**src/aip_defines.svh**
```systemverilog
`ifndef AIP_DEFINES_SVH
`define AIP_DEFINES_SVH

// register byte offsets on the 5-bit address bus
`define AIP_ADDR_MASK      5'h00
`define AIP_ADDR_STATUS    5'h04
`define AIP_ADDR_GATE      5'h08
`define AIP_ADDR_MATCH     5'h0c
`define AIP_ADDR_COUNT     5'h10
`define AIP_ADDR_OSC       5'h14

// widths and counts
`define AIP_ADDR_W         5
`define AIP_DATA_W         16
`define AIP_NARROW_W       8
`define AIP_IRQ_N          14
`define AIP_CHAN_N         10
`define AIP_RET_N          5
`define AIP_MON_N          30

// interrupt source positions
`define AIP_SRC_MATCH      0
`define AIP_SRC_VOLT_LO    1
`define AIP_SRC_VOLT_HI    10
`define AIP_SRC_CUR        11
`define AIP_SRC_TEMP       12
`define AIP_SRC_BADADDR    13

// oscillator control fields
`define AIP_OSC_MODE_HI    1
`define AIP_OSC_MODE_LO    0
`define AIP_OSC_SEL        2
`define AIP_OSC_WAKE       3

// gate driver modes, two bits per channel
`define AIP_GATE_OFF       2'h0
`define AIP_GATE_REG       2'h1
`define AIP_GATE_DIRECT    2'h2

// reset values and build-time defaults
`define AIP_RST_16         16'h0000
`define AIP_RST_14         14'h0000
`define AIP_RST_10         10'h000
`define AIP_RST_4          4'h0
`define AIP_WIDE_DATA      1'b1
`define AIP_IRQ_LOW        1'b0
`define AIP_USE_COUNTER    1'b1
`define AIP_REF_INTERNAL   1'b1
`define AIP_MON_EN         10'h3ff
`define AIP_MON_DIG        10'h000
`define AIP_GATE_CFG       20'h55555

`endif

```
**src/aip_pkg.sv**
```systemverilog
package aip_pkg;
   // master sequencing of one bus transfer
   typedef enum logic [1:0] {
      AIP_IDLE,
      AIP_SETUP,
      AIP_ACCESS
   } aip_apb_state_t;

   // one bit per interrupt source
   typedef logic [13:0] aip_irq_vec_t;
endpackage

```
**src/aip_if.sv**
```systemverilog
`timescale 1ns/100ps
`default_nettype none
`include "aip_defines.svh"

interface aip_if;
   logic [`AIP_ADDR_W-1:0] paddr;          // register address
   logic                   psel;           // slave select
   logic                   penable;        // second transfer cycle
   logic                   pwrite;         // write when high
   logic [`AIP_DATA_W-1:0] pwdata;         // write data
   logic [`AIP_DATA_W-1:0] prdata;         // read data
   logic                   interrupt;      // polarity set at build time
   logic [`AIP_CHAN_N-1:0] voltage_monitor_in;
   logic [`AIP_CHAN_N-1:0] current_monitor_in;
   logic [`AIP_CHAN_N-1:0] temp_monitor_in;
   logic [`AIP_RET_N-1:0]  temp_monitor_return;
   logic                   counter_clock_in;
   logic [1:0]             osc_mode_out;
   logic                   osc_mode_select_out;
   logic                   ground_ref_in;
   logic                   ref_dev_o;      // device drive of reference
   logic                   ref_dev_oe;
   logic                   ref_host_o;     // external reference drive
   logic                   ref_host_oe;
   logic                   ref_level;      // resolved reference wire

   // the wire follows whichever end drives; low when nobody does
   assign ref_level = ref_dev_oe ? ref_dev_o : (ref_host_oe & ref_host_o);

   modport dev (
      input  paddr, psel, penable, pwrite, pwdata,
      output prdata, interrupt,
      input  voltage_monitor_in, current_monitor_in, temp_monitor_in,
      input  temp_monitor_return, counter_clock_in, ground_ref_in,
      output osc_mode_out, osc_mode_select_out,
      output ref_dev_o, ref_dev_oe,
      input  ref_level
   );

   modport host (
      output paddr, psel, penable, pwrite, pwdata,
      input  prdata, interrupt,
      output voltage_monitor_in, current_monitor_in, temp_monitor_in,
      output temp_monitor_return, counter_clock_in, ground_ref_in,
      input  osc_mode_out, osc_mode_select_out,
      output ref_host_o, ref_host_oe,
      input  ref_level
   );
endinterface

`default_nettype wire

```
**src/aip_device.sv**
```systemverilog
// Contract
// - narrow mode drives only low eight read bits
// - one interrupt output from fourteen sources
// - per-source mask bit gates each source
// - build-time parameter sets interrupt polarity
// - ports active high unless named otherwise
// - integrator ties unused monitor inputs low
// - digital monitor inputs appear on outputs
// - direct mode routes gate enables through
// - each gate output individually disableable
// - counter clock from oscillator, else low
// - integrator wires oscillator mode outputs
// - match output flags counter match event
// - separate match output wakes regulator
// - reference port drives when internal selected
// - integrator wires ground reference input
// - all logic on the bus clock
// - active-low asynchronous reset
`timescale 1ns/100ps
`default_nettype none
`include "aip_defines.svh"

module aip_device #(
   parameter bit          WIDE_DATA    = `AIP_WIDE_DATA,
   parameter bit          IRQ_LOW      = `AIP_IRQ_LOW,
   parameter bit          USE_COUNTER  = `AIP_USE_COUNTER,
   parameter bit          REF_INTERNAL = `AIP_REF_INTERNAL,
   parameter logic [9:0]  VOLT_DIG     = `AIP_MON_DIG,
   parameter logic [9:0]  CUR_DIG      = `AIP_MON_DIG,
   parameter logic [9:0]  TEMP_DIG     = `AIP_MON_DIG,
   parameter logic [19:0] GATE_CFG     = `AIP_GATE_CFG
) (
   input  wire logic        sys_clk_in,
   input  wire logic        arst_n_in,
   aip_if.dev               bus,
   input  wire logic [9:0]  direct_gate_enable_in,
   output logic      [9:0]  gate_drive_out,
   output logic      [9:0]  voltage_in_digital_out,
   output logic      [9:0]  current_in_digital_out,
   output logic      [9:0]  temp_in_digital_out,
   output logic             counter_match_out,
   output logic             regulator_wake_match_out
);

   // register state
   aip_pkg::aip_irq_vec_t  irq_mask_reg_ff;   // software source enables
   aip_pkg::aip_irq_vec_t  irq_pend_ff;       // sticky pending sources
   logic [9:0]             gate_reg_ff;       // software gate enables
   logic [15:0]            match_val_ff;      // counter compare value
   logic [15:0]            count_ff;          // counter value
   logic [3:0]             osc_ctrl_ff;       // mode, select, wake enable
   logic [15:0]            rdata_ff;          // read data, set in setup
   logic                   irq_ff;            // interrupt pin
   logic [1:0]             osc_mode_ff;
   logic                   osc_sel_ff;
   logic                   ref_oe_ff;
   logic                   match_ff;
   logic                   wake_ff;
   logic [9:0]             gate_out_ff;
   logic [29:0]            dig_out_ff;

   // pin synchronisers; meta stages feed only the sync stages
   logic [29:0]            mon_meta_ff;
   logic [29:0]            mon_sync_ff;
   logic [29:0]            mon_prev_ff;       // edge detect history
   logic                   cclk_meta_ff;
   logic                   cclk_sync_ff;
   logic                   cclk_prev_ff;

   // bus decode
   wire        wr_en   = bus.psel & bus.penable & bus.pwrite;
   wire        rd_set  = bus.psel & ~bus.penable & ~bus.pwrite;
   wire        acc_set = bus.psel & ~bus.penable;
   wire        hit_mask   = bus.paddr == `AIP_ADDR_MASK;
   wire        hit_status = bus.paddr == `AIP_ADDR_STATUS;
   wire        hit_gate   = bus.paddr == `AIP_ADDR_GATE;
   wire        hit_match  = bus.paddr == `AIP_ADDR_MATCH;
   wire        hit_count  = bus.paddr == `AIP_ADDR_COUNT;
   wire        hit_osc    = bus.paddr == `AIP_ADDR_OSC;
   wire        hit_any    = hit_mask | hit_status | hit_gate |
                            hit_match | hit_count | hit_osc;

   // narrow mode ignores the upper write byte
   wire [15:0] wdata = WIDE_DATA ? bus.pwdata :
                       {8'h00, bus.pwdata[`AIP_NARROW_W-1:0]};

   // read selection, unmapped reads return zero
   wire [15:0] rd_mux =
      hit_mask   ? {2'h0, irq_mask_reg_ff} :
      hit_status ? {2'h0, irq_pend_ff} :
      hit_gate   ? {6'h00, gate_reg_ff} :
      hit_match  ? match_val_ff :
      hit_count  ? count_ff :
      hit_osc    ? {12'h000, osc_ctrl_ff} : 16'h0000;
   wire [15:0] rd_narrow = {8'h00, rd_mux[`AIP_NARROW_W-1:0]};

   // counter tick on a synchronised rising edge of the link clock
   wire        cclk_tick = USE_COUNTER & cclk_sync_ff & ~cclk_prev_ff;
   wire        cnt_hit   = cclk_tick & (count_ff == match_val_ff);
   wire [15:0] nxt_count = cnt_hit ? 16'h0000 : count_ff + 16'h0001;

   // monitor edges, only inputs configured as digital count
   wire [29:0] mon_dig   = {TEMP_DIG, CUR_DIG, VOLT_DIG};
   wire [29:0] mon_rise  = mon_sync_ff & ~mon_prev_ff & mon_dig;

   // interrupt sources gathered into one vector
   wire aip_pkg::aip_irq_vec_t irq_src = {
      acc_set & ~hit_any,
      |mon_rise[29:20],
      |mon_rise[19:10],
      mon_rise[9:0],
      cnt_hit
   };

   // write-one-to-clear, a new event in the same cycle wins
   wire aip_pkg::aip_irq_vec_t irq_clr =
      (wr_en & hit_status) ? wdata[`AIP_IRQ_N-1:0] : `AIP_RST_14;
   wire aip_pkg::aip_irq_vec_t nxt_irq_pend =
      (irq_pend_ff & ~irq_clr) | irq_src;

   // masked sources drop out; polarity flips at build time
   wire        irq_any  = |(nxt_irq_pend & irq_mask_reg_ff);
   wire        nxt_irq  = irq_any ^ IRQ_LOW;

   // per-channel gate selection
   logic [9:0] nxt_gate;
   genvar gi;
   generate
      for (gi = 0; gi < `AIP_CHAN_N; gi = gi + 1) begin : g_gate
         wire [1:0] mode = GATE_CFG[2*gi+1:2*gi];
         assign nxt_gate[gi] =
            (mode == `AIP_GATE_DIRECT) ? direct_gate_enable_in[gi] :
            (mode == `AIP_GATE_REG)    ? gate_reg_ff[gi] :
                                         1'b0;
      end
   endgenerate

   // pin synchronisers and edge history
   always_ff @(posedge sys_clk_in or negedge arst_n_in) begin
      if (!arst_n_in) begin
         mon_meta_ff  <= 30'h00000000;
         mon_sync_ff  <= 30'h00000000;
         mon_prev_ff  <= 30'h00000000;
         cclk_meta_ff <= 1'b0;
         cclk_sync_ff <= 1'b0;
         cclk_prev_ff <= 1'b0;
      end else begin
         mon_meta_ff  <= {bus.temp_monitor_in, bus.current_monitor_in,
                          bus.voltage_monitor_in};
         mon_sync_ff  <= mon_meta_ff;
         mon_prev_ff  <= mon_sync_ff;
         cclk_meta_ff <= bus.counter_clock_in;
         cclk_sync_ff <= cclk_meta_ff;
         cclk_prev_ff <= cclk_sync_ff;
      end
   end

   // software registers; writes take effect in the access cycle
   always_ff @(posedge sys_clk_in or negedge arst_n_in) begin
      if (!arst_n_in) begin
         irq_mask_reg_ff <= `AIP_RST_14;
         gate_reg_ff     <= `AIP_RST_10;
         match_val_ff    <= `AIP_RST_16;
         osc_ctrl_ff     <= `AIP_RST_4;
      end else if (wr_en) begin
         if (hit_mask)
            irq_mask_reg_ff <= wdata[`AIP_IRQ_N-1:0];
         if (hit_gate)
            gate_reg_ff <= wdata[`AIP_CHAN_N-1:0];
         if (hit_match)
            match_val_ff <= wdata;
         if (hit_osc)
            osc_ctrl_ff <= wdata[3:0];
      end
   end

   // pending flags, interrupt pin and read data
   always_ff @(posedge sys_clk_in or negedge arst_n_in) begin
      if (!arst_n_in) begin
         irq_pend_ff <= `AIP_RST_14;
         irq_ff      <= IRQ_LOW;
         rdata_ff    <= `AIP_RST_16;
      end else begin
         irq_pend_ff <= nxt_irq_pend;
         irq_ff      <= nxt_irq;
         // loaded in setup so it is stable through the access cycle
         if (rd_set)
            rdata_ff <= WIDE_DATA ? rd_mux : rd_narrow;
      end
   end

   // real-time counter; it holds at zero when not built in
   always_ff @(posedge sys_clk_in or negedge arst_n_in) begin
      if (!arst_n_in) begin
         count_ff <= `AIP_RST_16;
         match_ff <= 1'b0;
         wake_ff  <= 1'b0;
      end else begin
         if (cclk_tick)
            count_ff <= nxt_count;
         match_ff <= cnt_hit;
         // the regulator line only fires when software allows it
         wake_ff  <= cnt_hit & osc_ctrl_ff[`AIP_OSC_WAKE];
      end
   end

   // pin-facing outputs, all registered
   always_ff @(posedge sys_clk_in or negedge arst_n_in) begin
      if (!arst_n_in) begin
         osc_mode_ff <= 2'h0;
         osc_sel_ff  <= 1'b0;
         ref_oe_ff   <= 1'b0;
         gate_out_ff <= `AIP_RST_10;
         dig_out_ff  <= 30'h00000000;
      end else begin
         osc_mode_ff <= USE_COUNTER ?
            osc_ctrl_ff[`AIP_OSC_MODE_HI:`AIP_OSC_MODE_LO] : 2'h0;
         osc_sel_ff  <= USE_COUNTER & osc_ctrl_ff[`AIP_OSC_SEL];
         ref_oe_ff   <= REF_INTERNAL;
         gate_out_ff <= nxt_gate;
         // analog-configured channels show zero
         dig_out_ff  <= mon_sync_ff & mon_dig;
      end
   end

   assign bus.prdata              = rdata_ff;
   assign bus.interrupt           = irq_ff;
   assign bus.osc_mode_out        = osc_mode_ff;
   assign bus.osc_mode_select_out = osc_sel_ff;
   // the internal reference is modelled as a logic-high level
   assign bus.ref_dev_o           = ref_oe_ff;
   assign bus.ref_dev_oe          = ref_oe_ff;
   assign gate_drive_out          = gate_out_ff;
   assign voltage_in_digital_out  = dig_out_ff[9:0];
   assign current_in_digital_out  = dig_out_ff[19:10];
   assign temp_in_digital_out     = dig_out_ff[29:20];
   assign counter_match_out       = match_ff;
   assign regulator_wake_match_out = wake_ff;

endmodule

`default_nettype wire

```
**src/flat_wrapper.sv**
```systemverilog
// flat-port wrapper written by rule: the top's interface ports become plain ports
module aip_device_flat 
#(
   parameter bit          WIDE_DATA    = `AIP_WIDE_DATA,
   parameter bit          IRQ_LOW      = `AIP_IRQ_LOW,
   parameter bit          USE_COUNTER  = `AIP_USE_COUNTER,
   parameter bit          REF_INTERNAL = `AIP_REF_INTERNAL,
   parameter logic [9:0]  VOLT_DIG     = `AIP_MON_DIG,
   parameter logic [9:0]  CUR_DIG      = `AIP_MON_DIG,
   parameter logic [9:0]  TEMP_DIG     = `AIP_MON_DIG,
   parameter logic [19:0] GATE_CFG     = `AIP_GATE_CFG
)
  (sys_clk_in, arst_n_in, direct_gate_enable_in, gate_drive_out, voltage_in_digital_out, current_in_digital_out, temp_in_digital_out, counter_match_out, regulator_wake_match_out, bus_paddr, bus_psel, bus_penable, bus_pwrite, bus_pwdata, bus_prdata, bus_interrupt, bus_voltage_monitor_in, bus_current_monitor_in, bus_temp_monitor_in, bus_temp_monitor_return, bus_counter_clock_in, bus_ground_ref_in, bus_osc_mode_out, bus_osc_mode_select_out, bus_ref_dev_o, bus_ref_dev_oe);
  aip_if bus_i ();
  input  wire logic sys_clk_in;
  input  wire logic arst_n_in;
  input  wire logic [9:0] direct_gate_enable_in;
  output logic      [9:0] gate_drive_out;
  output logic      [9:0] voltage_in_digital_out;
  output logic      [9:0] current_in_digital_out;
  output logic      [9:0] temp_in_digital_out;
  output logic counter_match_out;
  output logic regulator_wake_match_out;
  input wire logic [$bits(bus_i.paddr)-1:0] bus_paddr;
  input wire logic [$bits(bus_i.psel)-1:0] bus_psel;
  input wire logic [$bits(bus_i.penable)-1:0] bus_penable;
  input wire logic [$bits(bus_i.pwrite)-1:0] bus_pwrite;
  input wire logic [$bits(bus_i.pwdata)-1:0] bus_pwdata;
  output wire logic [$bits(bus_i.prdata)-1:0] bus_prdata;
  output wire logic [$bits(bus_i.interrupt)-1:0] bus_interrupt;
  input wire logic [$bits(bus_i.voltage_monitor_in)-1:0] bus_voltage_monitor_in;
  input wire logic [$bits(bus_i.current_monitor_in)-1:0] bus_current_monitor_in;
  input wire logic [$bits(bus_i.temp_monitor_in)-1:0] bus_temp_monitor_in;
  input wire logic [$bits(bus_i.temp_monitor_return)-1:0] bus_temp_monitor_return;
  input wire logic [$bits(bus_i.counter_clock_in)-1:0] bus_counter_clock_in;
  input wire logic [$bits(bus_i.ground_ref_in)-1:0] bus_ground_ref_in;
  output wire logic [$bits(bus_i.osc_mode_out)-1:0] bus_osc_mode_out;
  output wire logic [$bits(bus_i.osc_mode_select_out)-1:0] bus_osc_mode_select_out;
  output wire logic [$bits(bus_i.ref_dev_o)-1:0] bus_ref_dev_o;
  output wire logic [$bits(bus_i.ref_dev_oe)-1:0] bus_ref_dev_oe;
  assign bus_i.paddr = bus_paddr;
  assign bus_i.psel = bus_psel;
  assign bus_i.penable = bus_penable;
  assign bus_i.pwrite = bus_pwrite;
  assign bus_i.pwdata = bus_pwdata;
  assign bus_prdata = bus_i.prdata;
  assign bus_interrupt = bus_i.interrupt;
  assign bus_i.voltage_monitor_in = bus_voltage_monitor_in;
  assign bus_i.current_monitor_in = bus_current_monitor_in;
  assign bus_i.temp_monitor_in = bus_temp_monitor_in;
  assign bus_i.temp_monitor_return = bus_temp_monitor_return;
  assign bus_i.counter_clock_in = bus_counter_clock_in;
  assign bus_i.ground_ref_in = bus_ground_ref_in;
  assign bus_osc_mode_out = bus_i.osc_mode_out;
  assign bus_osc_mode_select_out = bus_i.osc_mode_select_out;
  assign bus_ref_dev_o = bus_i.ref_dev_o;
  assign bus_ref_dev_oe = bus_i.ref_dev_oe;
  aip_device #(.WIDE_DATA(WIDE_DATA), .IRQ_LOW(IRQ_LOW), .USE_COUNTER(USE_COUNTER), .REF_INTERNAL(REF_INTERNAL), .VOLT_DIG(VOLT_DIG), .CUR_DIG(CUR_DIG), .TEMP_DIG(TEMP_DIG), .GATE_CFG(GATE_CFG)) u_core (.sys_clk_in(sys_clk_in), .arst_n_in(arst_n_in), .bus(bus_i), .direct_gate_enable_in(direct_gate_enable_in), .gate_drive_out(gate_drive_out), .voltage_in_digital_out(voltage_in_digital_out), .current_in_digital_out(current_in_digital_out), .temp_in_digital_out(temp_in_digital_out), .counter_match_out(counter_match_out), .regulator_wake_match_out(regulator_wake_match_out));
endmodule
```
**config.mk**
```make
export PLATFORM = sky130hd
export DESIGN_NAME = aip_device_flat
export DESIGN_NICKNAME = d
export VERILOG_FILES = /design/src/aip_pkg.sv /design/src/aip_if.sv /design/src/aip_device.sv /design/src/flat_wrapper.sv
export VERILOG_INCLUDE_DIRS = /design/src
export SDC_FILE = /design/constraint.sdc
export NUM_CORES = 1
export LEC_CHECK = 0
export BUFFER_PORTS_ARGS = -buffer_cell sky130_fd_sc_hd__buf_2
export CORE_MARGIN = 2
export CORE_UTILIZATION = 32
export CTS_CLUSTER_DIAMETER = 30
export DETAILED_ROUTE_END_ITERATION = 16
export GPL_TIMING_DRIVEN = 0
export SYNTH_ARGS = -nofsm -noshare
export SYNTH_HDL_FRONTEND = slang
export SYNTH_SLANG_ARGS = --single-unit
```
**constraint.sdc**
```tcl
create_clock -name sys_clk_in -period 2.9 [get_ports sys_clk_in]
set_clock_uncertainty 0.2 [all_clocks]
set_input_delay 0.145 -clock sys_clk_in [delete_from_list [all_inputs] [get_ports sys_clk_in]]
set_output_delay 0.145 -clock sys_clk_in [all_outputs]
set_load 0.02 [all_outputs]
```
==> metrics.yaml <==
routed_via_density: 4.81
clockPowerShare_pct: 36.0
nFillCells: 1635
top_layer: "met4"
power.share.switching_pct: 28.1
synth_cell_type_count: 50
maxCapViolations: 0
die_height_um: 133
insertion_delay_ps: 360
p_leak_nw: 3.15
placed_area_um2: 6000
dp_slack_ps: 285
grt_max_degree: 64
p_switching_w: 0.00101
portBuffers: 60
hold_path_end: "u_core.bus.prdata[15]"
holdWs_ps: 9.85
yosysTopAreaCellShare_pct: 52.0
met3WireLength_um: 611
htree_levels: 3
reg2reg_depth: 6
final_nets: 654
min_period_ps: 2440
worst_slew_pin_slew_ps: 786
layout_setup_ws_ps: 458
die_area_um2: 17600
wl_per_cell_um: 17.3
setup_viol: 0
hp-class: "in2reg"
p_int_w: 0.00260
cts_made_buffers: 9
yosys.area.top_type: "dfrtp_1"
synth-seq-area-share_pct: 52.0
yosysWarnings: 0
fin_crit_sh_pct: 84.2
cts.reportedPaths.clkPinSlew_ps: 70
arrival_ps: 2500
max-vdd-ir-drop_mv: 0.313
synth_area_per_cell_um2: 11.5
clockRootBuffer: "clkbuf_16"
final_area_um2: 6490
core.rowCount: 47
synthFlopType: "dfrtp_1"
synthArstFlopShare_pct: 100
rrSetupSlack_ps: 460
via_count: 3872
drt_first_iter_violations: 210
start_util_pct: 32.4
hpwlAfterDp_mm: 10.2
p_per_area_nw_per_um2: 557
crit_chain: "xnor2_1 > nand4_1 > or4_4 > nor3_4 > buf_4 > nor2_1"
grt.overflow.total: 0
diodes: 0
antenna_found_initial: 0
slowest_delay_ps: 570
r2r_end: "u_core.count_ff[13]"
dp.cells: 771
finalMaxSlewViolations: 0
rsz0062_at_grt: "false"
r2r_start: "u_core.count_ff[9]"
holdPathStages: 4
post_cts_buffers: 0
grt_usage_pct: 16.5
post_route_cells_drive_above_1_share_pct: 30.4
seq_area_um2: 2750
end_kind: "flop"
clock_sinks: 110
hp-start: "bus_pwrite"
slew_headroom_pct: 47.5
synth_area_leaders: "dfrtp_1 (52%), mux2_2 (8.3%), buf_4 (4.7%)"
path_class: "reg2reg"
areaGrowthSynthToFinish_pct: 22.8
fmax_mhz: 410
cp-start-kind: "flop"
io_pins: 137
synth_edf_count: 0
syn_inst: 461
drc: 0
met2_length_mm: 6.56
gp_congestion: 0.877
drt_pass1_iterations: 5
grt_pass1_wl_mm: 22.2
power_frac_comb_pct: 15.5
outcome: "completed"
syn_area_um2: 5290
hold_viol_final: 0
path_max_fanout: 10
critPathRequiredTime_ps: 2950
multiInputGateArea_um2: 2290
ant_nets: 0
instances_no_fill: 805
clockBufferDepth: 2
cts_tree: "done"
drt-met1-wl_mm: 6.41
crit_path_top_delay_cell: "or4_4"
core_um2: 16300
die_w_um: 133
routed_wl_mm: 13.9
p_seq_share_pct: 48.5
tns_ps: 0
grt_pass1_vias: 3922
ys_ff_latch: 110
-- flip-flops by register name (all words and copies together), names as in the netlist, 2 cells and up --
| name | flops |
|---|---|
| u_core.count_ff | 16 |
| u_core.match_val_ff | 16 |
| u_core.gate_drive_out | 10 |
| u_core.irq_pend_ff | 14 |
| u_core.gate_reg_ff | 10 |
| u_core.osc_ctrl_ff | 4 |
| u_core.bus.prdata | 16 |
| u_core.bus.osc_mode_out | 2 |
| u_core.irq_mask_reg_ff | 14 |
-- critical path: cells and delay by family, from the launching register on --
kind / cells / cell delay (ps)
buffers and inverters: 1 / 250
flip-flops: 1 / 460
XOR/XNOR: 1 / 260
AND/OR/NAND/NOR: 4 / 1160
-- cells by family (layout without fill, tap and decap cells) --
| group | after synthesis | after routing | share of synthesized area, % |
|---|---|---|---|
| AND/OR/NAND/NOR | 126 | 126 | 13.0 |
| flip-flops | 110 | 110 | 52.0 |
| AO/OA/AOI/OAI | 84 | 84 | 10.9 |
| buffers and inverters | 55 | 150 | 6.81 |
| multiplexers | 53 | 53 | 11.9 |
| XOR/XNOR | 30 | 30 | 4.97 |
| other | 2 | 31 | 0.142 |
| adder cells (fa/ha/maj) | 1 | 1 | 0.236 |
-- power groups by stage --
stage               combinational (W)  clock, W  sequential [W]
detailed placement           0.000537         0         0.00178
finish                       0.000559   0.00130         0.00175
global route                 0.000612   0.00140         0.00177
CTS                          0.000560   0.00134         0.00175
floorplan                    0.000315         0         0.00179
global placement             0.000526         0         0.00177
-- worst max-delay path by stage --
stage / from / endpoint / slack [ps]
after floorplan: u_core.count_ff[2] / u_core.count_ff[10] / 830
after global routing: u_core.count_ff[5] / u_core.count_ff[7] / 350
after global placement: arst_n_in / u_core.bus.prdata[6] / 190
after detailed placement: bus_paddr[1] / u_core.bus.interrupt / 290
after CTS: u_core.count_ff[5] / u_core.count_ff[12] / 490
final: u_core.count_ff[9] / u_core.count_ff[13] / 460
-- through the flow --
stage	utilization (%)	power, W
2_1_floorplan	-	0.00211
3_3_place_gp	36.5	0.00230
3_5_place_dp	36.7	0.00232
4_1_cts	39.7	0.00365
5_1_grt	39.7	0.00378
6_report	39.7	0.00362
-- repair_timing --
item	in CTS	in global routing
gates resized for setup	0	0
endpoints found under the hold margin	105	0
hold buffers	18	0
-- cells in the mapped netlist, types with 2 or more instances --
| cell type | instances |
|---|---|
| conb_1 | 2 |
| nor2b_1 | 2 |
| xor2_1 | 9 |
| nand2b_1 | 6 |
| buf_1 | 2 |
| nor2_1 | 33 |
| mux2i_1 | 3 |
| o31ai_1 | 6 |
| mux2_4 | 10 |
| buf_6 | 3 |
| a41oi_1 | 7 |
| nor3_4 | 4 |
| nor3_1 | 5 |
| xnor2_1 | 21 |
| o2bb2ai_1 | 7 |
| nand4_1 | 12 |
| o22ai_1 | 6 |
| or2_2 | 2 |
| a221oi_1 | 6 |
| dfrtp_1 | 110 |
| inv_1 | 2 |
| nand2_1 | 32 |
| clkbuf_1 | 9 |
| nor4_1 | 3 |
| buf_2 | 6 |
| a21oi_1 | 11 |
| and3_1 | 6 |
| a22oi_1 | 2 |
| a22o_1 | 4 |
| and2_1 | 6 |
| nand3_1 | 7 |
| a31oi_1 | 7 |
| a21boi_0 | 7 |
| buf_4 | 33 |
| o21ai_0 | 17 |
| mux2_2 | 39 |
-- cell type report --
type	instances	share of cell area (%)
Sequential cell	110	42.4
Multi-Input combinational cell	325	35.2
Timing Repair Buffer	79	7.86
Buffer	53	5.43
Tap cell	220	4.24
Clock buffer	12	3.95
Clock inverter	4	0.809
Inverter	2	0.116
-- layer usage --
metal,vias to the layer above,global-route usage (%)
li1,1828,-
met1,1922,22.2
met5,-,0
met2,101,26.2
met3,21,2.84
met4,0,7.17
-- cells in the final DEF (no fill, tap or decap), types with 9 or more instances in the layout --
master         instances
nand2_1               32
mux2_4                10
nand4_1               12
xor2_1                 9
nor2_1                33
buf_2                 65
clkbuf_1              10
dlygate4sd3_1         18
mux2_2                39
a21oi_1               11
conb_1                31
o21ai_0               17
clkbuf_16              9
dfrtp_1              110
xnor2_1               21
buf_4                 34
Power figures use the tool's default switching activity.
